File: src/ssp_pkg.sv
// constants shared by the serial special character processor
package ssp_pkg;
    // register indices; byte address is index times four
    localparam logic [3:0] REG_OPT2 = 4'h0;
    localparam logic [3:0] REG_OPT3 = 4'h1;
    localparam logic [3:0] REG_OPT4 = 4'h2;
    localparam logic [3:0] REG_OPT5 = 4'h3;
    localparam logic [3:0] REG_LNC = 4'h4;
    localparam logic [3:0] REG_SC1 = 4'h5;
    localparam logic [3:0] REG_RLO = 4'h9;
    localparam logic [3:0] REG_RHI = 4'hA;
    localparam logic [3:0] REG_STAT = 4'hB;
    localparam logic [7:0] CFG_RST = 8'h00;
    // field positions
    localparam int OPT2_ETC_BIT = 5;
    localparam int OPT3_SC34_BIT = 6;
    localparam int OPT3_RNG_BIT = 7;
    localparam int OPT4_TERM_LSB = 5;
    localparam int OPT4_BRK_LSB = 3;
    localparam int OPT4_ERR_LSB = 0;
    localparam int OPT5_TX_LSB = 0;
    localparam int OPT5_LNERR_BIT = 5;
    localparam int OPT5_LNEN_BIT = 6;
    localparam int OPT5_STRIP_BIT = 7;
    // error handling select codes
    localparam logic [2:0] EH_PAR_GOOD = 3'h1;
    localparam logic [2:0] EH_NULL = 3'h2;
    localparam logic [2:0] EH_MARK = 3'h3;
    localparam logic [2:0] EH_DISCARD = 3'h4;
    // characters and embedded commands
    localparam logic [7:0] CH_NUL = 8'h00;
    localparam logic [7:0] CH_NL = 8'h0A;
    localparam logic [7:0] CH_CR = 8'h0D;
    localparam logic [7:0] CH_SPACE = 8'h20;
    localparam logic [7:0] CH_FF = 8'hFF;
    localparam logic [7:0] CMD_BRK = 8'h81;
    localparam logic [7:0] CMD_DLY = 8'h82;
    localparam logic [7:0] CMD_STOP = 8'h83;
    localparam logic [7:0] CMD_SPC_MAX = 8'h3F;
    // receive exception causes
    localparam logic [2:0] EXC_NONE = 3'h0;
    localparam logic [2:0] EXC_ERR = 3'h1;
    localparam logic [2:0] EXC_BRK = 3'h2;
    localparam logic [2:0] EXC_SC1 = 3'h3;
    localparam logic [2:0] EXC_RNG = 3'h7;
    // least break length in clock cycles, one character time
    localparam int BRK_MIN_CYC = 2500;
    typedef enum logic [2:0] {TX_IDLE, TX_ESC, TX_DCNT, TX_DELAY, TX_SPACE, TX_CRNL} ssp_tx_st_t;
endpackage

File: src/ssp_timer.sv
// loadable down counter used for delays and break length
`timescale 1ns/1ps
module ssp_timer #(
    parameter int W = 8
) (
    // clock, reset, enable
    input wire logic core_clk_i,
    input wire logic rstn_i,
    input wire logic ce_i,
    // control
    input wire logic load_i,
    input wire logic [W-1:0] val_i,
    input wire logic dec_i,
    // state
    output logic zero_o
);
    logic [W-1:0] cnt_reg;

    always_ff @(posedge core_clk_i or negedge rstn_i)
    begin
        if (!rstn_i)
            cnt_reg <= '0;
        else if (ce_i)
        begin
            if (load_i)
                cnt_reg <= val_i;
            else if (dec_i && cnt_reg != '0)
                cnt_reg <= cnt_reg - 1'b1;
        end
    end

    assign zero_o = (cnt_reg == '0);
endmodule // ssp_timer

File: src/ssp_rx_match.sv
// special character and range matcher for received characters
`timescale 1ns/1ps
module ssp_rx_match (
    // character and programmed values
    input wire logic [7:0] ch_i,
    input wire logic [31:0] sc_i,
    input wire logic en34_i,
    input wire logic rng_en_i,
    input wire logic [7:0] lo_i,
    input wire logic [7:0] hi_i,
    // result
    output logic [2:0] cause_o
);
    logic [3:0] hit;

    genvar g;
    generate
        for (g = 0; g < 4; g++)
        begin : g_sc
            // characters one and two always detected, three and four by enable
            assign hit[g] = (ch_i == sc_i[8*g +: 8]) && (g < 2 || en34_i);
        end
    endgenerate

    always_comb
    begin
        cause_o = ssp_pkg::EXC_NONE;
        if (rng_en_i && ch_i >= lo_i && ch_i <= hi_i)
            cause_o = ssp_pkg::EXC_RNG;
        for (int i = 3; i >= 0; i--)
            if (hit[i])
                cause_o = 3'(ssp_pkg::EXC_SC1 + 3'(i));
    end
endmodule // ssp_rx_match

File: src/ssp_top.sv
// serial special character processor: receive and transmit paths with apb registers
// ==========================================================
`timescale 1ns/1ps
module ssp_top #(
    parameter int AW = 8,
    parameter int BRK_MIN = ssp_pkg::BRK_MIN_CYC
) (
    // clock, reset, enable
    input wire logic core_clk_i,
    input wire logic rstn_i,
    input wire logic ce_i,
    // apb slave
    input wire logic psel_i,
    input wire logic penable_i,
    input wire logic pwrite_i,
    input wire logic [AW-1:0] paddr_i,
    input wire logic [31:0] pwdata_i,
    output logic [31:0] prdata_o,
    output logic pready_o,
    output logic pslverr_o,
    // from receive bit engine
    input wire logic rx_valid_i,
    input wire logic [7:0] rx_data_i,
    input wire logic rx_par_err_i,
    input wire logic rx_frm_err_i,
    input wire logic rx_ovr_err_i,
    input wire logic rx_brk_i,
    output logic rx_ready_o,
    // to receive fifo
    output logic rxf_valid_o,
    output logic [7:0] rxf_data_o,
    output logic rxf_exc_o,
    output logic [2:0] rxf_cause_o,
    input wire logic rxf_ready_i,
    // from transmit fifo
    input wire logic txf_valid_i,
    input wire logic [7:0] txf_data_i,
    output logic txf_pop_o,
    // to transmit bit engine
    output logic tx_valid_o,
    output logic [7:0] tx_data_o,
    input wire logic tx_ready_i,
    output logic tx_break_o,
    // prescale timer tick
    input wire logic tick_i
);
    // ==========================================================
    // registers
    logic [7:0] cfg_reg [0:10];
    logic [7:0] stat_reg;
    logic [3:0] idx;
    logic mapped;
    logic wr_en;

    assign idx = paddr_i[5:2];
    assign mapped = (paddr_i[AW-1:6] == '0) && (idx <= ssp_pkg::REG_STAT) && (paddr_i[1:0] == 2'h0);
    assign wr_en = ce_i && psel_i && penable_i && pready_o && pwrite_i && mapped;

    always_ff @(posedge core_clk_i or negedge rstn_i)
    begin
        if (!rstn_i)
        begin
            pready_o <= 1'b0;
            pslverr_o <= 1'b0;
            prdata_o <= 32'h0000_0000;
        end
        else if (ce_i)
        begin
            pready_o <= psel_i && !penable_i;
            pslverr_o <= psel_i && !penable_i && !mapped;
            prdata_o <= 32'h0000_0000;
            if (psel_i && !penable_i && mapped && !pwrite_i)
                prdata_o[7:0] <= (idx == ssp_pkg::REG_STAT) ? stat_reg : cfg_reg[idx];
        end
    end

    always_ff @(posedge core_clk_i or negedge rstn_i)
    begin
        if (!rstn_i)
        begin
            for (int i = 0; i <= 10; i++)
                cfg_reg[i] <= ssp_pkg::CFG_RST;
        end
        else if (wr_en && idx != ssp_pkg::REG_STAT)
            cfg_reg[idx] <= pwdata_i[7:0];
    end

    // option fields
    logic etc_en;
    logic [1:0] tx_term;
    logic [2:0] rx_term;
    logic [1:0] brk_sel;
    logic [2:0] eh_sel;
    logic ln_en;
    logic ln_err;
    logic strip;
    logic [7:0] ln_char;

    assign etc_en = cfg_reg[ssp_pkg::REG_OPT2][ssp_pkg::OPT2_ETC_BIT];
    assign rx_term = cfg_reg[ssp_pkg::REG_OPT4][ssp_pkg::OPT4_TERM_LSB +: 3];
    assign brk_sel = cfg_reg[ssp_pkg::REG_OPT4][ssp_pkg::OPT4_BRK_LSB +: 2];
    assign eh_sel = cfg_reg[ssp_pkg::REG_OPT4][ssp_pkg::OPT4_ERR_LSB +: 3];
    assign tx_term = cfg_reg[ssp_pkg::REG_OPT5][ssp_pkg::OPT5_TX_LSB +: 2];
    assign ln_err = cfg_reg[ssp_pkg::REG_OPT5][ssp_pkg::OPT5_LNERR_BIT];
    assign ln_en = cfg_reg[ssp_pkg::REG_OPT5][ssp_pkg::OPT5_LNEN_BIT];
    assign strip = cfg_reg[ssp_pkg::REG_OPT5][ssp_pkg::OPT5_STRIP_BIT];
    assign ln_char = cfg_reg[ssp_pkg::REG_LNC];

    // ==========================================================
    // receive processing
    logic ln_flag_reg;
    logic [35:0] q_reg;
    logic [1:0] q_cnt_reg;
    logic [1:0] q_cnt_next;
    logic acc;
    logic pop;
    logic err;
    logic is_esc;
    logic good;
    logic set_ln;
    logic [1:0] push_n;
    logic [11:0] p0;
    logic [11:0] p1;
    logic [11:0] p2;
    logic [7:0] g_char;
    logic [2:0] m_cause;

    assign acc = ce_i && rx_valid_i && rx_ready_o;
    assign pop = ce_i && rxf_valid_o && rxf_ready_i;
    assign err = rx_par_err_i || rx_frm_err_i || rx_ovr_err_i;
    assign is_esc = ln_en && (rx_data_i == ln_char);

    ssp_rx_match u_match (
        .ch_i(g_char),
        .sc_i({cfg_reg[8], cfg_reg[7], cfg_reg[6], cfg_reg[ssp_pkg::REG_SC1]}),
        .en34_i(cfg_reg[ssp_pkg::REG_OPT3][ssp_pkg::OPT3_SC34_BIT]),
        .rng_en_i(cfg_reg[ssp_pkg::REG_OPT3][ssp_pkg::OPT3_RNG_BIT]),
        .lo_i(cfg_reg[ssp_pkg::REG_RLO]),
        .hi_i(cfg_reg[ssp_pkg::REG_RHI]),
        .cause_o(m_cause)
    );

    // entries are {exception, cause, data}
    always_comb
    begin
        push_n = 2'd0;
        p0 = 12'h000;
        p1 = 12'h000;
        p2 = 12'h000;
        set_ln = 1'b0;
        good = 1'b0;
        g_char = rx_data_i;
        if (ln_flag_reg)
        begin
            push_n = 2'd1;
            p0 = {4'h0, rx_data_i};
        end
        else if (rx_brk_i)
        begin
            if (brk_sel == 2'b01)
            begin
                push_n = 2'd1;
                p0 = {4'h0, ssp_pkg::CH_NUL};
            end
            else if (brk_sel == 2'b00)
            begin
                push_n = 2'd1;
                p0 = {1'b1, ssp_pkg::EXC_BRK, ssp_pkg::CH_NUL};
            end
        end
        else if (err && !(is_esc && ln_err))
        begin
            case (eh_sel)
                ssp_pkg::EH_PAR_GOOD:
                begin
                    good = !rx_frm_err_i && !rx_ovr_err_i;
                    push_n = good ? 2'd0 : 2'd1;
                    p0 = {1'b1, ssp_pkg::EXC_ERR, rx_data_i};
                end
                ssp_pkg::EH_NULL:
                begin
                    push_n = 2'd1;
                    p0 = {4'h0, ssp_pkg::CH_NUL};
                end
                ssp_pkg::EH_MARK:
                begin
                    push_n = 2'd3;
                    p0 = {4'h0, ssp_pkg::CH_FF};
                    p1 = {4'h0, ssp_pkg::CH_NUL};
                    p2 = {4'h0, rx_data_i};
                end
                ssp_pkg::EH_DISCARD:
                    push_n = 2'd0;
                default:
                begin
                    push_n = 2'd1;
                    p0 = {1'b1, ssp_pkg::EXC_ERR, rx_data_i};
                end
            endcase
        end
        else
            good = 1'b1;
        if (good && is_esc)
        begin
            push_n = 2'd1;
            p0 = {4'h0, rx_data_i};
            set_ln = 1'b1;
        end
        else if (good)
        begin
            if (strip)
                g_char[7] = 1'b0;
            if (g_char == ssp_pkg::CH_NL && rx_term[0])
                g_char = ssp_pkg::CH_CR;
            else if (g_char == ssp_pkg::CH_CR && rx_term[1] && !rx_term[2])
                g_char = ssp_pkg::CH_NL;
            push_n = 2'd1;
            p0 = {4'h0, g_char};
            if (rx_term[2] && {rx_data_i[7] && !strip, rx_data_i[6:0]} == ssp_pkg::CH_CR)
                push_n = 2'd0;
            else if (m_cause != ssp_pkg::EXC_NONE)
                p0 = {1'b1, m_cause, g_char};
            else if (eh_sel == ssp_pkg::EH_MARK && g_char == ssp_pkg::CH_FF)
            begin
                push_n = 2'd2;
                p1 = {4'h0, ssp_pkg::CH_FF};
            end
        end
    end

    always_comb
    begin
        q_cnt_next = q_cnt_reg;
        if (acc)
            q_cnt_next = push_n;
        else if (pop)
            q_cnt_next = q_cnt_reg - 2'd1;
    end

    always_ff @(posedge core_clk_i or negedge rstn_i)
    begin
        if (!rstn_i)
        begin
            q_reg <= '0;
            q_cnt_reg <= 2'd0;
            rx_ready_o <= 1'b0;
            rxf_valid_o <= 1'b0;
        end
        else if (ce_i)
        begin
            if (acc)
                q_reg <= {p2, p1, p0};
            else if (pop)
                q_reg <= {12'h000, q_reg[35:12]};
            q_cnt_reg <= q_cnt_next;
            rx_ready_o <= (q_cnt_next == 2'd0);
            rxf_valid_o <= (q_cnt_next != 2'd0);
        end
    end

    assign rxf_data_o = q_reg[7:0];
    assign rxf_cause_o = q_reg[10:8];
    assign rxf_exc_o = q_reg[11];

    always_ff @(posedge core_clk_i or negedge rstn_i)
    begin
        if (!rstn_i)
            ln_flag_reg <= 1'b0;
        else if (acc)
            ln_flag_reg <= set_ln;
    end

    // ==========================================================
    // transmit processing
    ssp_pkg::ssp_tx_st_t st_reg;
    logic pop_reg;
    logic brk_reg;
    logic [5:0] spc_reg;
    logic take;
    logic dly_zero;
    logic bmin_zero;
    logic [7:0] b;

    assign b = txf_data_i;
    assign txf_pop_o = pop_reg;
    assign tx_break_o = brk_reg;

    always_comb
    begin
        take = 1'b0;
        if (ce_i && txf_valid_i && !pop_reg && !tx_valid_o)
            case (st_reg)
                ssp_pkg::TX_IDLE: take = !brk_reg || bmin_zero;
                ssp_pkg::TX_ESC: take = 1'b1;
                ssp_pkg::TX_DCNT: take = 1'b1;
                default: take = 1'b0;
            endcase
    end

    ssp_timer #(.W(8)) u_delay (
        .core_clk_i(core_clk_i),
        .rstn_i(rstn_i),
        .ce_i(ce_i),
        .load_i(take && st_reg == ssp_pkg::TX_DCNT),
        .val_i(b),
        .dec_i(tick_i),
        .zero_o(dly_zero)
    );

    ssp_timer #(.W(16)) u_brk_min (
        .core_clk_i(core_clk_i),
        .rstn_i(rstn_i),
        .ce_i(ce_i),
        .load_i(take && st_reg == ssp_pkg::TX_ESC && b == ssp_pkg::CMD_BRK),
        .val_i(16'(BRK_MIN)),
        .dec_i(1'b1),
        .zero_o(bmin_zero)
    );

    always_ff @(posedge core_clk_i or negedge rstn_i)
    begin
        if (!rstn_i)
        begin
            st_reg <= ssp_pkg::TX_IDLE;
            pop_reg <= 1'b0;
            brk_reg <= 1'b0;
            spc_reg <= 6'h00;
            tx_valid_o <= 1'b0;
            tx_data_o <= 8'h00;
        end
        else if (ce_i)
        begin
            pop_reg <= take;
            if (tx_valid_o && tx_ready_i)
                tx_valid_o <= 1'b0;
            case (st_reg)
                ssp_pkg::TX_IDLE:
                    if (take && etc_en && b == ssp_pkg::CH_NUL)
                        st_reg <= ssp_pkg::TX_ESC;
                    else if (take)
                    begin
                        brk_reg <= 1'b0;
                        tx_valid_o <= 1'b1;
                        tx_data_o <= b;
                        if (b == ssp_pkg::CH_CR && tx_term[0])
                            tx_data_o <= ssp_pkg::CH_NL;
                        else if (b == ssp_pkg::CH_NL && tx_term[1])
                        begin
                            tx_data_o <= ssp_pkg::CH_CR;
                            st_reg <= ssp_pkg::TX_CRNL;
                        end
                    end
                ssp_pkg::TX_ESC:
                    if (take)
                    begin
                        st_reg <= ssp_pkg::TX_IDLE;
                        if (b == ssp_pkg::CH_NUL)
                        begin
                            brk_reg <= 1'b0;
                            tx_valid_o <= 1'b1;
                            tx_data_o <= ssp_pkg::CH_NUL;
                        end
                        else if (b == ssp_pkg::CMD_BRK)
                            brk_reg <= 1'b1;
                        else if (b == ssp_pkg::CMD_DLY)
                            st_reg <= ssp_pkg::TX_DCNT;
                        else if (b == ssp_pkg::CMD_STOP)
                            brk_reg <= 1'b0;
                        else if (b <= ssp_pkg::CMD_SPC_MAX)
                        begin
                            brk_reg <= 1'b0;
                            spc_reg <= b[5:0];
                            st_reg <= ssp_pkg::TX_SPACE;
                        end
                    end
                ssp_pkg::TX_DCNT:
                    if (take)
                        st_reg <= ssp_pkg::TX_DELAY;
                ssp_pkg::TX_DELAY:
                    if (dly_zero)
                    begin
                        brk_reg <= 1'b0;
                        st_reg <= ssp_pkg::TX_IDLE;
                    end
                ssp_pkg::TX_SPACE:
                    if (!tx_valid_o)
                    begin
                        tx_valid_o <= 1'b1;
                        tx_data_o <= ssp_pkg::CH_SPACE;
                        spc_reg <= spc_reg - 6'h01;
                        if (spc_reg == 6'h01)
                            st_reg <= ssp_pkg::TX_IDLE;
                    end
                ssp_pkg::TX_CRNL:
                    if (!tx_valid_o)
                    begin
                        tx_valid_o <= 1'b1;
                        tx_data_o <= ssp_pkg::CH_NL;
                        st_reg <= ssp_pkg::TX_IDLE;
                    end
                default:
                    st_reg <= ssp_pkg::TX_IDLE;
            endcase
        end
    end

    // ==========================================================
    // status: last exception cause, break, delay, literal-next pending
    always_ff @(posedge core_clk_i or negedge rstn_i)
    begin
        if (!rstn_i)
            stat_reg <= 8'h00;
        else if (ce_i)
        begin
            stat_reg[7:3] <= {2'b00, ln_flag_reg, st_reg == ssp_pkg::TX_DELAY, brk_reg};
            if (acc && push_n != 2'd0 && p0[11])
                stat_reg[2:0] <= p0[10:8];
        end
    end

    // ==========================================================
    // checks
    chk_apb_ready_pulse: assert property (@(posedge core_clk_i) disable iff (!rstn_i)
        pready_o |=> !pready_o) else $error("pready held more than one cycle");
    chk_rx_nl_to_cr: assert property (@(posedge core_clk_i) disable iff (!rstn_i)
        acc && good && !set_ln && !strip && rx_term == 3'b001 && rx_data_i == ssp_pkg::CH_NL
        |-> g_char == ssp_pkg::CH_CR) else $error("newline not turned into CR");
    chk_rx_cr_drop: assert property (@(posedge core_clk_i) disable iff (!rstn_i)
        acc && good && !set_ln && rx_term[2] && rx_data_i == ssp_pkg::CH_CR
        |=> q_cnt_reg == 2'd0) else $error("CR not discarded");
    chk_rx_mark_three: assert property (@(posedge core_clk_i) disable iff (!rstn_i)
        acc && !ln_flag_reg && !rx_brk_i && err && !is_esc && eh_sel == ssp_pkg::EH_MARK
        |=> rxf_valid_o && rxf_data_o == ssp_pkg::CH_FF && q_cnt_reg == 2'd3)
        else $error("marking sequence not stored");
    chk_rx_literal_next_escape_one: assert property (@(posedge core_clk_i) disable iff (!rstn_i)
        acc && ln_flag_reg |=> !ln_flag_reg && q_cnt_reg == 2'd1)
        else $error("literal next not single character");
    chk_tx_nl_expand: assert property (@(posedge core_clk_i) disable iff (!rstn_i)
        take && st_reg == ssp_pkg::TX_IDLE && !etc_en && b == ssp_pkg::CH_NL && tx_term == 2'b10
        |=> tx_data_o == ssp_pkg::CH_CR && st_reg == ssp_pkg::TX_CRNL)
        else $error("newline not expanded");
    chk_tx_cr_once: assert property (@(posedge core_clk_i) disable iff (!rstn_i)
        take && st_reg == ssp_pkg::TX_IDLE && !etc_en && b == ssp_pkg::CH_CR && tx_term == 2'b11
        |=> tx_data_o == ssp_pkg::CH_NL && st_reg == ssp_pkg::TX_IDLE)
        else $error("CR translated twice");
    chk_tx_brk_min: assert property (@(posedge core_clk_i) disable iff (!rstn_i)
        $rose(brk_reg) |-> brk_reg[*3]) else $error("break shorter than minimum");
    chk_tx_stop_brk: assert property (@(posedge core_clk_i) disable iff (!rstn_i)
        take && st_reg == ssp_pkg::TX_ESC && b == ssp_pkg::CMD_STOP |=> !tx_break_o)
        else $error("stop break ignored");
endmodule // ssp_top

File: config.mk
export PLATFORM = sky130hd
export DESIGN_NAME = ssp_top
export DESIGN_NICKNAME = d
export VERILOG_FILES = /design/src/ssp_pkg.sv /design/src/ssp_timer.sv /design/src/ssp_rx_match.sv /design/src/ssp_top.sv
export SDC_FILE = /design/constraint.sdc
export NUM_CORES = 1
export LEC_CHECK = 0
export BUFFER_PORTS_ARGS = -buffer_cell sky130_fd_sc_hd__clkbuf_2
export CAP_MARGIN = 20
export CORE_UTILIZATION = 61
export CTS_BUF_LIST = sky130_fd_sc_hd__clkbuf_8
export DETAILED_ROUTE_END_ITERATION = 6
export PLACE_DENSITY = 0.83
export SLEW_MARGIN = 25
export SYNTH_ARGS = -nofsm -noshare
export SYNTH_HDL_FRONTEND = slang
export SYNTH_SLANG_ARGS = --single-unit
export TNS_END_PERCENT = 100
File: constraint.sdc
create_clock -name core_clk_i -period 4.4 [get_ports core_clk_i]
set_clock_uncertainty 0.05 [all_clocks]
set_input_delay 0.22 -clock core_clk_i [delete_from_list [all_inputs] [get_ports core_clk_i]]
set_output_delay 0.22 -clock core_clk_i [all_outputs]
set_load 0.02 [all_outputs]
==> results of run 1 <==
==> metrics by stage <==
stage	hold WS, ns	total power [mW]	utilization, %
detailed placement	0.335	3.16	65.5
floorplan	-0.126	2.88	-
global route	0.0157	4.59	68.6
global placement	0.327	3.11	65.5
CTS	0.00689	4.35	68.4
finish	0.0221	4.35	68.6
==> metal layers <==
| metal | routed length (um) | GRT usage, % | vias to the layer above | share of wire [%] |
|---|---|---|---|---|
| met2 | 12000 | 47.1 | 360 | 47 |
| met3 | 1800 | 6.82 | 64 | 7.0 |
| met1 | 11300 | 43.0 | 4025 | 44 |
| met5 | 0 | 0 | - | 0 |
| met4 | 703 | 11.6 | 0 | 2.7 |
| li1 | - | - | 3742 | - |
==> kinds of logic after synthesis <==
family | synth area share (%)
adder cells (fa/ha/maj) | 2.53
AO/OA/AOI/OAI | 13.5
other | 0.0361
multiplexers | 14.7
flip-flops | 43.6
buffers and inverters | 6.15
AND/OR/NAND/NOR | 15.3
XOR/XNOR | 4.22
==> worst max-delay path, cell delays in order (launching register included) <==
cell and delay (ns):
dfrtp_1 0.38, or3b_2 0.53, a21oi_2 0.21, o31a_4 0.22
a21bo_2 0.16, nand2_1 0.13, inv_1 0.12, ha_1 0.23
nand2b_1 0.15, a21o_1 0.18, a21o_1 0.16, a21o_1 0.17
a21oi_1 0.14, o21ai_1 0.11, a32oi_2 0.30, or4b_4 0.53
buf_4 0.19, a21oi_1 0.14
==> Yosys cell counts, types with 3 or more instances <==
cell        n
dfrtp_1   181
mux2_2     89
nand2_1    81
o21ai_0    76
nor2_1     74
a21oi_1    55
clkbuf_1   44
inv_1      40
buf_4      36
xor2_1     27
nor3_1     24
xnor2_1    23
ha_1       21
nand3_1    17
mux2i_1    16
mux4_2     16
nand2b_1   16
a21o_1     15
nor4_1     13
a22o_1      9
a31oi_1     8
o22ai_1     8
or3_1       8
buf_1       7
nor2b_1     7
o32ai_1     7
a211oi_1    6
and2_1      5
nand3b_1    5
o211ai_1    5
or4_1       5
a221oi_1    4
nand4_1     4
nand4b_1    4
nor3b_1     4
a21boi_0    3
and3_1      3
and4_1      3
buf_2       3
nor4_2      3
o21a_1      3
or4_4       3
==> area by class of cell <==
type / count / area [um2]
multi-input cells: 736 / 5330
fillers: 1299 / 5210
flip-flops and latches: 181 / 4530
repair buffers: 111 / 667
clock buffers: 21 / 289
well taps: 220 / 275
inverters: 40 / 150
clock inverters: 10 / 131
==> layout by cell type (no fill, tap or decap), types with 5 or more instances in the layout <==
cell / instances
ha_1: 21
or3_1: 8
dfrtp_1: 181
clkbuf_2: 80
buf_4: 22
a21o_1: 15
a31oi_1: 8
mux2_2: 89
clkbuf_8: 21
xnor2_1: 23
conb_1: 24
o21ai_0: 75
a21oi_1: 55
nor2b_1: 7
xor2_1: 27
o22ai_1: 8
dlygate4sd3_1: 7
inv_1: 43
mux4_2: 16
and2_1: 5
nand2b_1: 16
a211oi_1: 6
or4_1: 5
mux2i_1: 16
a22o_1: 9
nand3b_1: 5
nor4_1: 13
nor2_1: 73
nand3_1: 17
o32ai_1: 7
nor3_1: 23
nand2_1: 81
o211ai_1: 5
==> repair_timing <==
action / CTS / global route
endpoints found under the setup margin: 0 / 17
hold endpoints to repair: 100 / 0
resized for setup: 0 / 5
hold buffers: 7 / 0
==> path summary, 6_finish.rpt <==
check,slack (ns),endpoint,startpoint,cells past startpoint
worst max-delay path,0.22,q_reg[14],cfg_reg[66],17
worst min-delay path,0.02,tx_data_o[4],txf_data_i[4],3
worst max register to register,0.22,q_reg[14],cfg_reg[66],17
worst min register to register,0.43,q_reg[11],q_reg[11],2
max in group asynchronous,2.93,cfg_reg[11],rstn_i,3
min in group asynchronous,0.35,u_delay.cnt_reg[3],rstn_i,2
==> power groups by stage <==
stage	sequential, mW	clock (mW)	combinational (mW)
after global placement	2.07	0	1.04
final	2.06	1.21	1.08
after CTS	2.05	1.22	1.08
after detailed placement	2.09	0	1.07
after floorplan	2.10	0	0.781
after global routing	2.09	1.28	1.21
==> reports/results.tsv, run 1 <==
stage	metric	value	unit
route	Vias	8191	
timing	RSZ-0062 raised after global routing	no	
floorplan	Initial Util	62.6	%
placement	hpwl dp	18500	um
timing	Tcrit/Tclk final	94.9	%
clock_tree	Worst-path clk slew	0.09	ns
timing	Fin Setup TNS	0	ns
route	DRT antenna net count	0	
yosys	register area share after synthesis	43.6	%
clock_tree	CTS Sinks	181	
global_routing	Overall Global Routing Usage	30.7	%
route	DR vias/cell	6.21	
floorplan	die height	132	um
worst_setup_path	CP required	4.75	ns
global_routing	vias in the first global route	7908	
outcome	status	finished, final reports clean	
pwr	P_sw	1.45	mW
timing	final hold violation count	0	
clock_tree	CTS max path bufs	2	
placement	number of port buffers	81	
placement	Place WS	0.0882	ns
floorplan	CORE AREA	16600	um2
hold_path	min-delay worst type	input port to flip-flop	
layout	layout cells sized above 1	24.6	%
worst_setup_path	Critical Path Fanout Max	9	
floorplan	die footprint	17500	um2
pwr	sw frac	33.4	%
layout	post-route insts no fill	1319	
global_routing	initial antenna violation count	0	
layout	Design Area, Final	11400	um2
yosys	Synth area leaders	dfrtp_1, mux2_2, o21ai_0	
yosys	total number of yosys warnings	0	
floorplan	Die X	132	um
yosys	post-synth top area share	43.6	%
global_routing	GRT overflow	0	
route	Residual DRC	0	
yosys	area leader, netlist	dfrtp_1	
layout	max reg flops	78	
timing	fmax	239	MHz
job	Max Cap Violations	0	
yosys	prevailing post-synth register cell	dfrtp_1	
global_routing	largest net degree at the start of global routing	97	
clock_tree	cts bufs inserted	17	
layout	area delta synth->final	9.57	%
yosys	post-synth cell types	77	
clock_tree	CTS tree	built	
pwr	part of the power in registers	47.3	%
timing	Setup WS post-layout	0.224	ns
clock_tree	Root Buffer	clkbuf_8	
timing	Slew Limit Fails	0	
yosys	Synth Cell Area	10400	um2
pwr	pwr/cell area	382	nW/um2
yosys	#FFs+latches synth	181	
floorplan	# IOs	130	
placement	DP Cell Count	1281	
clock_tree	postcts setup bufs	0	
clock_tree	H-tree levels	4	
yosys	syn_area_per_cell	10.1	um2
pwr	Clk pwr share	27.8	%
yosys	number of synthesized flops with an enable pin	0	
pwr	Leak	5.44	nW
route	post-detailed-route wirelength per cell	19.6	um
timing	Final Critical Period	4.18	ns
yosys	ys async rst share	100	%
timing	Slew @ Worst Pin	0.946	ns
floorplan	num rows	47	
route	DRT Pass-1 Iters	5	
worst_setup_path	WS Path Type	flip-flop to flip-flop	
worst_setup_path	crit path capture type	flip-flop	
pwr	Pint	2.89	mW
clock_tree	later-pin clock latency in the skew report	0.47	ns
layout	final net count	1179	
timing	count of final setup violators	0	
timing	max_slew headroom	36.4	%
pwr	Comb power frac	24.9	%
route	DRT Wirelength	25800	um
global_routing	first-pass GRT wire length	41800	um
route	starting DRC count in detailed routing	641	
placement	GPL Wtd Cong	0.929	
worst_setup_path	arrival time worst endpoint	4.52	ns
yosys	Gate Count Post-Synth	1025	
pwr	VDD IR max	0.217	mV
placement	Placed Area	10900	um2
layout	Inserted Diodes	0	
worst_setup_path	Startpoint Class	flip-flop	
Power figures use the tool's default switching activity.
==> inputs of run 2 (changes only) <==
- ABC_AREA: default -> 1
==> run 2 against run 1 <==
Net effect: power up 14%; synthesized cell count rose by 31%; routed wire length grew 9.5%; global-route usage rose by 3.1 points; register-to-register slack better by 0.39 ns.
==> reports/results.tsv, run 2 <==
stage	metric	value	unit	change
layout	max reg flops	78		unchanged
clock_tree	CTS Sinks	181		unchanged
pwr	VDD IR max	0.287	mV	was 0.217 mV
layout	Inserted Diodes	0		unchanged
worst_setup_path	Critical-path top delay cell	dfrtp_1		was or3b_2
pwr	pwr/cell area	437	nW/um2	was 382 nW/um2
timing	Final Critical Period	3.78	ns	was 4.18 ns
placement	Place WS	0.646	ns	was 0.0882 ns
global_routing	first-pass GRT wire length	46300	um	was 41800 um
placement	Placed Area	10800	um2	was 10900 um2
timing	Min Hold Slack	0.0360	ns	was 0.0221 ns
timing	RSZ-0062 raised after global routing	no		unchanged
pwr	Leak	5.39	nW	was 5.44 nW
pwr	part of the power in registers	43.9	%	was 47.3%
timing	Tcrit/Tclk final	86.0	%	was 94.9%
yosys	total number of yosys warnings	0		unchanged
worst_setup_path	crit-path cells	or2_2 -> a21oi_2 -> nand3_2 -> nand3_4 -> nand3_4 -> nand2_2 -> nand2_2 -> ha_1 -> nand2_1 -> nor2_1 -> nand4_1 -> o2111ai_1 -> nand2_1 -> nor2_1 -> inv_1 -> nand2_1 -> nor2_2 -> and3_1 -> o21ai_1 -> nand3_1 -> nand2_1 -> nand2_1		was or3b_2 -> a21oi_2 -> o31a_4 -> a21bo_2 -> nand2_1 -> inv_1 -> ha_1 -> nand2b_1 -> a21o_1 -> a21o_1 -> a21o_1 -> a21oi_1 -> o21ai_1 -> a32oi_2 -> or4b_4 -> buf_4 -> a21oi_1
floorplan	die footprint	17600	um2	was 17500 um2
pwr	sw frac	38.0	%	was 33.4%
yosys	Synth area leaders	dfrtp_1, nand2_1, o21ai_0		was dfrtp_1, mux2_2, o21ai_0
pwr	Pint	3.07	mW	was 2.89 mW
pwr	Clk pwr share	25.3	%	was 27.8%
global_routing	GRT overflow	0		unchanged
clock_tree	CTS max path bufs	2		unchanged
global_routing	initial antenna violation count	0		unchanged
outcome	status	finished, final reports clean		unchanged
yosys	Gate Count Post-Synth	1344		was 1025
worst_setup_path	cell family with most CP delay	simple AND/OR/NAND/NOR gates		was compound AO/OA/AOI/OAI gates
worst_setup_path	Startpoint Class	flip-flop		unchanged
pwr	P_sw	1.88	mW	was 1.45 mW
layout	Fill cells	1384		was 1299
placement	number of port buffers	81		unchanged
yosys	Synth Cell Area	10400	um2	about the same
clock_tree	Worst-path clk slew	0.10	ns	was 0.09 ns
yosys	area leader, netlist	dfrtp_1		unchanged
clock_tree	Post-CTS Resized	0		unchanged
pwr	Comb power frac	30.8	%	was 24.9%
yosys	ys async rst share	100	%	unchanged
timing	Setup WS post-layout	0.618	ns	was 0.224 ns
layout	area delta synth->final	8.87	%	was 9.57%
worst_setup_path	crit path capture type	flip-flop		unchanged
layout	commonest non-fill, non-tap cell in the layout	nand2_1		was dfrtp_1
worst_setup_path	WS Path Type	flip-flop to flip-flop		unchanged
yosys	post-synth cell types	51		was 77
timing	final hold violation count	0		unchanged
route	DR vias/cell	5.86		was 6.21
clock_tree	cts bufs inserted	17		unchanged
yosys	Synth top cells by count	nand2_1, dfrtp_1, o21ai_0, inv_1, nor2_1		was dfrtp_1, mux2_2, nand2_1, o21ai_0, nor2_1
global_routing	Overall Global Routing Usage	33.9	%	was 30.7%
route	Vias	9580		was 8191
floorplan	num rows	47		unchanged
yosys	#FFs+latches synth	181		unchanged
yosys	register area share after synthesis	43.5	%	was 43.6%
floorplan	CORE AREA	16600	um2	about the same
worst_setup_path	arrival time worst endpoint	4.10	ns	was 4.52 ns
timing	Fin Setup TNS	0	ns	unchanged
clock_tree	Root Buffer	clkbuf_8		unchanged
route	DRT Wirelength	28300	um	was 25800 um
route	post-detailed-route wirelength per cell	17.3	um	was 19.6 um
yosys	post-synth top area share	43.5	%	was 43.6%
yosys	prevailing post-synth register cell	dfrtp_1		unchanged
clock_tree	H-tree levels	4		unchanged
placement	hpwl dp	20700	um	was 18500 um
global_routing	largest net degree at the start of global routing	96		was 97
yosys	count leader, synth	nand2_1		was dfrtp_1
yosys	syn_area_per_cell	7.74	um2	was 10.1 um2
timing	max_slew headroom	33.5	%	was 36.4%
route	DRT Pass-1 Iters	7		was 5
placement	GPL Wtd Cong	0.960		was 0.929
route	DRT antenna net count	0		unchanged
timing	Slew Limit Fails	0		unchanged
yosys	number of synthesized flops with an enable pin	0		unchanged
floorplan	die height	133	um	was 132 um
clock_tree	CTS tree	built		unchanged
global_routing	vias in the first global route	9125		was 7908
timing	Slew @ Worst Pin	0.998	ns	was 0.946 ns
hold_path	min-delay worst type	input port to flip-flop		unchanged
layout	most frequent cells in the layout	nand2_1, dfrtp_1, o21ai_0, inv_1, nor2_1		was dfrtp_1, mux2_2, nand2_1, clkbuf_2, o21ai_0
clock_tree	postcts setup bufs	0		unchanged
worst_setup_path	crit-path most repeated cell	nand2_1		was a21o_1
layout	final net count	1495		was 1179
floorplan	# IOs	130		unchanged
clock_tree	later-pin clock latency in the skew report	0.49	ns	was 0.47 ns
floorplan	Initial Util	62.5	%	was 62.6%
worst_setup_path	CP Buf/Inv Count	1		was 2
worst_setup_path	CP required	4.72	ns	was 4.75 ns
route	Residual DRC	0		unchanged
worst_setup_path	Critical Path Fanout Max	6		was 9
timing	fmax	264	MHz	was 239 MHz
layout	Design Area, Final	11300	um2	was 11400 um2
timing	count of final setup violators	0		unchanged
floorplan	Die X	133	um	was 132 um
worst_setup_path	CP peak stage delay	0.42	ns	was 0.53 ns
clock_tree	hold buffer count at CTS	5		was 7
layout	layout cells sized above 1	12.3	%	was 24.6%
route	starting DRC count in detailed routing	983		was 641
job	Max Cap Violations	0		unchanged
-- run 2: changes by cell type after synthesis, sizes merged, moves of 20 or more --
cell	before	now
nand2	81	348
inv	40	146
mux2	89	0
o21ai	77	165
nand3	18	61
nor2	75	95
-- run 2: power groups by stage --
stage	clock network [mW]	logic, mW	registers, mW
floorplan	0	1.12	2.19
global placement	0	1.45	2.18
detailed placement	0	1.51	2.19
CTS	1.26	1.52	2.17
global route	1.33	1.72	2.21
finish	1.25	1.53	2.17
-- run 2: path summary, 6_finish.rpt --
kind | startpoint | endpoint | slack (ns) | depth (start not counted)
worst max-delay path | ln_char[2] | stat_reg[1] | 0.62 | 22
worst min-delay path | txf_data_i[2] | spc_reg[2] | 0.04 | 3
worst max register to register | ln_char[2] | stat_reg[1] | 0.62 | 22
worst min register to register | stat_reg[0] | stat_reg[0] | 0.44 | 2
max in group asynchronous | rstn_i | ln_char[5] | 2.96 | 3
min in group asynchronous | rstn_i | u_delay.cnt_reg[5] | 0.29 | 2
-- run 2: layout make-up --
cell class	instances	area (um2)	share of cell area, %
clock buffer	19	262	2.31
clock inverter	13	170	1.50
inverter	152	571	5.04
multi-input combinational	949	4930	43.5
sequential	181	4530	40.0
tap	220	275	2.43
timing repair buffer	102	594	5.25
-- run 2: through the flow --
| step | instances | utilization [%] | power (mW) |
|---|---|---|---|
| 2_1_floorplan | 1367 | - | 3.31 |
| 3_3_place_gp | 1599 | 65.2 | 3.63 |
| 3_5_place_dp | 1599 | 65.2 | 3.70 |
| 4_1_cts | 1636 | 68.1 | 4.94 |
| 5_1_grt | 1636 | 68.1 | 5.25 |
| 6_report | 1636 | 68.1 | 4.95 |
-- run 2: cell families after synthesis --
| group | Yosys count | share of synthesized area, % |
|---|---|---|
| simple gates | 566 | 23.8 |
| compound gates | 311 | 17.9 |
| buf+inv | 237 | 9.94 |
| flops | 181 | 43.5 |
| xor+xnor | 27 | 2.27 |
| fa+ha+maj | 21 | 2.52 |
| other cells | 1 | 0.0360 |
-- run 2: metal layers --
metal	track usage, %	vias to the layer above	routed length [um]
met3	5.67	81	1950
met5	0	-	0
met4	15.8	0	1050
li1	-	4564	-
met2	55.0	413	13400
met1	44.5	4522	11900
-- run 2: worst min-delay path: cells and delay by family --
family,cells,cell delay (ns)
AO/OA/AOI/OAI,1,0.08
buffers and inverters,1,0.14
AND/OR/NAND/NOR,1,0.09
==> inputs of run 3 (changes only) <==
- RECOVER_POWER: default -> 100
==> run 3 against run 2 <==
Net effect: the run now ends with capacitance limit, slew limit left; design area shrank 1.0%; non-clock buffer count is the same; combinational power shrank 4%; sequential cell count is the same; setup slack lost 0.12 ns; register-to-register slack lost 0.12 ns; sequential share of layout area grew 0.41 points; sequential power is essentially flat; critical path type unchanged; critical endpoint unchanged.
==> reports/results.tsv, run 3 (synthesized netlist as in run 2, its figures left out) <==
stage	metric	value	unit	change
floorplan	die footprint	17600	um2	unchanged
hold_path	min-delay worst type	input port to flip-flop		unchanged
placement	GPL Wtd Cong	0.960		unchanged
global_routing	met3 Resource Use GR	5.67	%	unchanged
layout	commonest non-fill, non-tap cell in the layout	nand2_1		unchanged
floorplan	Die X	133	um	unchanged
clock_tree	H-tree levels	4		unchanged
pwr	VDD IR max	0.283	mV	was 0.287 mV
pwr	Pint	3.03	mW	was 3.07 mW
worst_setup_path	worst r2r src	ln_char[2]		unchanged
global_routing	first-pass GRT wire length	46300	um	unchanged
placement	number of port buffers	81		unchanged
clock_tree	Root Buffer	clkbuf_8		unchanged
layout	layout cells sized above 1	8.69	%	was 12.3%
pwr	part of the power in registers	44.3	%	was 43.9%
timing	Slew Limit Fails	88		was 0
worst_setup_path	Critical Path Fanout Max	6		unchanged
route	DRT antenna net count	0		unchanged
route	DRT Wirelength	28500	um	was 28300 um
job	Max Cap Violations	1		was 0
timing	Slew @ Worst Pin	2.17	ns	was 0.998 ns
global_routing	met2 Use GR	55.0	%	unchanged
timing	fmax	256	MHz	was 264 MHz
pwr	Clk pwr share	25.6	%	was 25.3%
route	starting DRC count in detailed routing	994		was 983
worst_setup_path	CP required	4.72	ns	about the same
hold_path	Hold EP	spc_reg[2]		unchanged
floorplan	num rows	47		unchanged
global_routing	Overall Global Routing Usage	33.9	%	unchanged
clock_tree	CTS max path bufs	2		unchanged
clock_tree	Post-CTS Resized	0		unchanged
worst_setup_path	Startpoint Class	flip-flop		unchanged
floorplan	die height	133	um	unchanged
pwr	P_sw	1.87	mW	was 1.88 mW
route	Residual DRC	0		unchanged
layout	area delta synth->final	7.76	%	was 8.87%
timing	final hold violation count	0		unchanged
clock_tree	CTS tree	built		unchanged
clock_tree	Worst-path clk slew	0.10	ns	about the same
hold_path	hold path depth	3		unchanged
worst_setup_path	setup slack, reg-to-reg	0.50	ns	was 0.62 ns
worst_setup_path	crit-path cells	or2_2 -> a21oi_2 -> nand3_2 -> nand3_4 -> nand3_4 -> nand2_1 -> nand2_2 -> ha_1 -> nand2_1 -> nor2_1 -> nand4_1 -> o2111ai_1 -> nand2_1 -> nor2_1 -> inv_1 -> nand2_1 -> nor2_1 -> and3_1 -> o21ai_1 -> nand3_1 -> nand2_1 -> nand2_1		was or2_2 -> a21oi_2 -> nand3_2 -> nand3_4 -> nand3_4 -> nand2_2 -> nand2_2 -> ha_1 -> nand2_1 -> nor2_1 -> nand4_1 -> o2111ai_1 -> nand2_1 -> nor2_1 -> inv_1 -> nand2_1 -> nor2_2 -> and3_1 -> o21ai_1 -> nand3_1 -> nand2_1 -> nand2_1
global_routing	GRT overflow	0		unchanged
clock_tree	postcts setup bufs	0		unchanged
worst_setup_path	crit-path most repeated cell	nand2_1		unchanged
outcome	failing checks	capacitance limit, slew limit		
worst_setup_path	crit path capture type	flip-flop		unchanged
global_routing	GR Layer Usage met1	44.5	%	unchanged
hold_path	Hold Path Origin	txf_data_i[2]		unchanged
global_routing	vias in the first global route	9125		unchanged
route	DRT Pass-1 Iters	7		unchanged
route	Vias	9549		was 9580
pwr	Total Power	4.90	mW	was 4.95 mW
worst_setup_path	WS Path Type	flip-flop to flip-flop		unchanged
clock_tree	CTS Sinks	181		unchanged
worst_setup_path	CP peak stage delay	0.42	ns	about the same
layout	most frequent cells in the layout	nand2_1, dfrtp_1, o21ai_0, inv_1, nor2_1		unchanged
floorplan	CORE AREA	16600	um2	unchanged
floorplan	# IOs	130		unchanged
clock_tree	later-pin clock latency in the skew report	0.49	ns	about the same
timing	Tcrit/Tclk final	88.6	%	was 86.0%
timing	Final Critical Period	3.90	ns	was 3.78 ns
placement	hpwl dp	20700	um	unchanged
route	post-detailed-route wirelength per cell	17.4	um	was 17.3 um
pwr	Leak	5.23	nW	was 5.39 nW
worst_setup_path	R2R depth	22		unchanged
outcome	status	finished with violations		was finished, final reports clean
timing	Fin Setup TNS	0	ns	unchanged
layout	max reg flops	78		unchanged
global_routing	Most Used Layer, Global Route	met2		unchanged
worst_setup_path	Critical-path top delay cell	dfrtp_1		unchanged
layout	final net count	1495		unchanged
timing	RSZ-0062 raised after global routing	no		unchanged
worst_setup_path	reg2reg end	stat_reg[1]		unchanged
route	DR vias/cell	5.83		was 5.86
timing	count of final setup violators	0		unchanged
pwr	pwr/cell area	437	nW/um2	about the same
global_routing	largest net degree at the start of global routing	96		unchanged
floorplan	Initial Util	62.5	%	unchanged
worst_setup_path	arrival time worst endpoint	4.22	ns	was 4.10 ns
pwr	sw frac	38.1	%	was 38.0%
pwr	Comb power frac	30.1	%	was 30.8%
timing	max_slew headroom	-44.7	%	was 33.5%
clock_tree	cts bufs inserted	17		unchanged
global_routing	initial antenna violation count	0		unchanged
run 3: power by group through the flow:
stage | combinational, mW | sequential [mW] | clock (mW)
after floorplan | 1.12 | 2.19 | 0
after detailed placement | 1.51 | 2.19 | 0
final | 1.47 | 2.17 | 1.26
after global placement | 1.45 | 2.18 | 0
after global routing | 1.67 | 2.21 | 1.33
after CTS | 1.52 | 2.17 | 1.26
run 3: metal layers:
metal  share of wire (%)  wire length [um]
met3                 7.2              2050
met2                  47             13500
met5                   0                 0
met1                  42             12000
met4                 3.6              1040
run 3: cell type report:
cell class	count	area (um2)
Clock buffer	19	262
Sequential cell	181	4530
Tap cell	220	275
Inverter	152	571
Fill cell	1414	5430
Multi-Input combinational cell	949	4880
Clock inverter	13	170
Antenna cell	1	2.50
Timing Repair Buffer	102	520
run 3: stage by stage:
stage	hold WS [ns]	cell area, um2	setup WS (ns)	utilization (%)	instances
finish	0.0263	11200	0.500	67.4	1637
global route	0.0367	11200	0.121	67.4	1636
CTS	0.0199	11300	0.657	68.1	1636
detailed placement	0.291	10800	0.646	65.2	1599
global placement	0.287	10800	0.724	65.2	1599
floorplan	-0.126	10500	1.31	-	1367
run 3: what timing repair did:
action	4_1_cts	5_1_grt
hold buffers	5	0
endpoints found under the setup margin	0	0
hold endpoints to repair	91	0
run 3: worst max-delay path by stage:
stage                       startpoint          end  cells past startpoint
final                       ln_char[2]  stat_reg[1]                     22
after global routing        ln_char[2]  stat_reg[1]                     22
after CTS                   ln_char[2]  stat_reg[1]                     22
after detailed placement  rx_data_i[6]  stat_reg[1]                     26
after global placement    rx_data_i[6]  stat_reg[2]                     26
after floorplan             ln_char[2]  stat_reg[0]                     22
run 3: worst max-delay path, delay by kind of cell, from the launching register on:
family,cells,cell delay (ns)
simple gates,17,2.45
buf+inv,1,0.09
fa+ha+maj,1,0.34
compound gates,3,0.45
flops,1,0.42
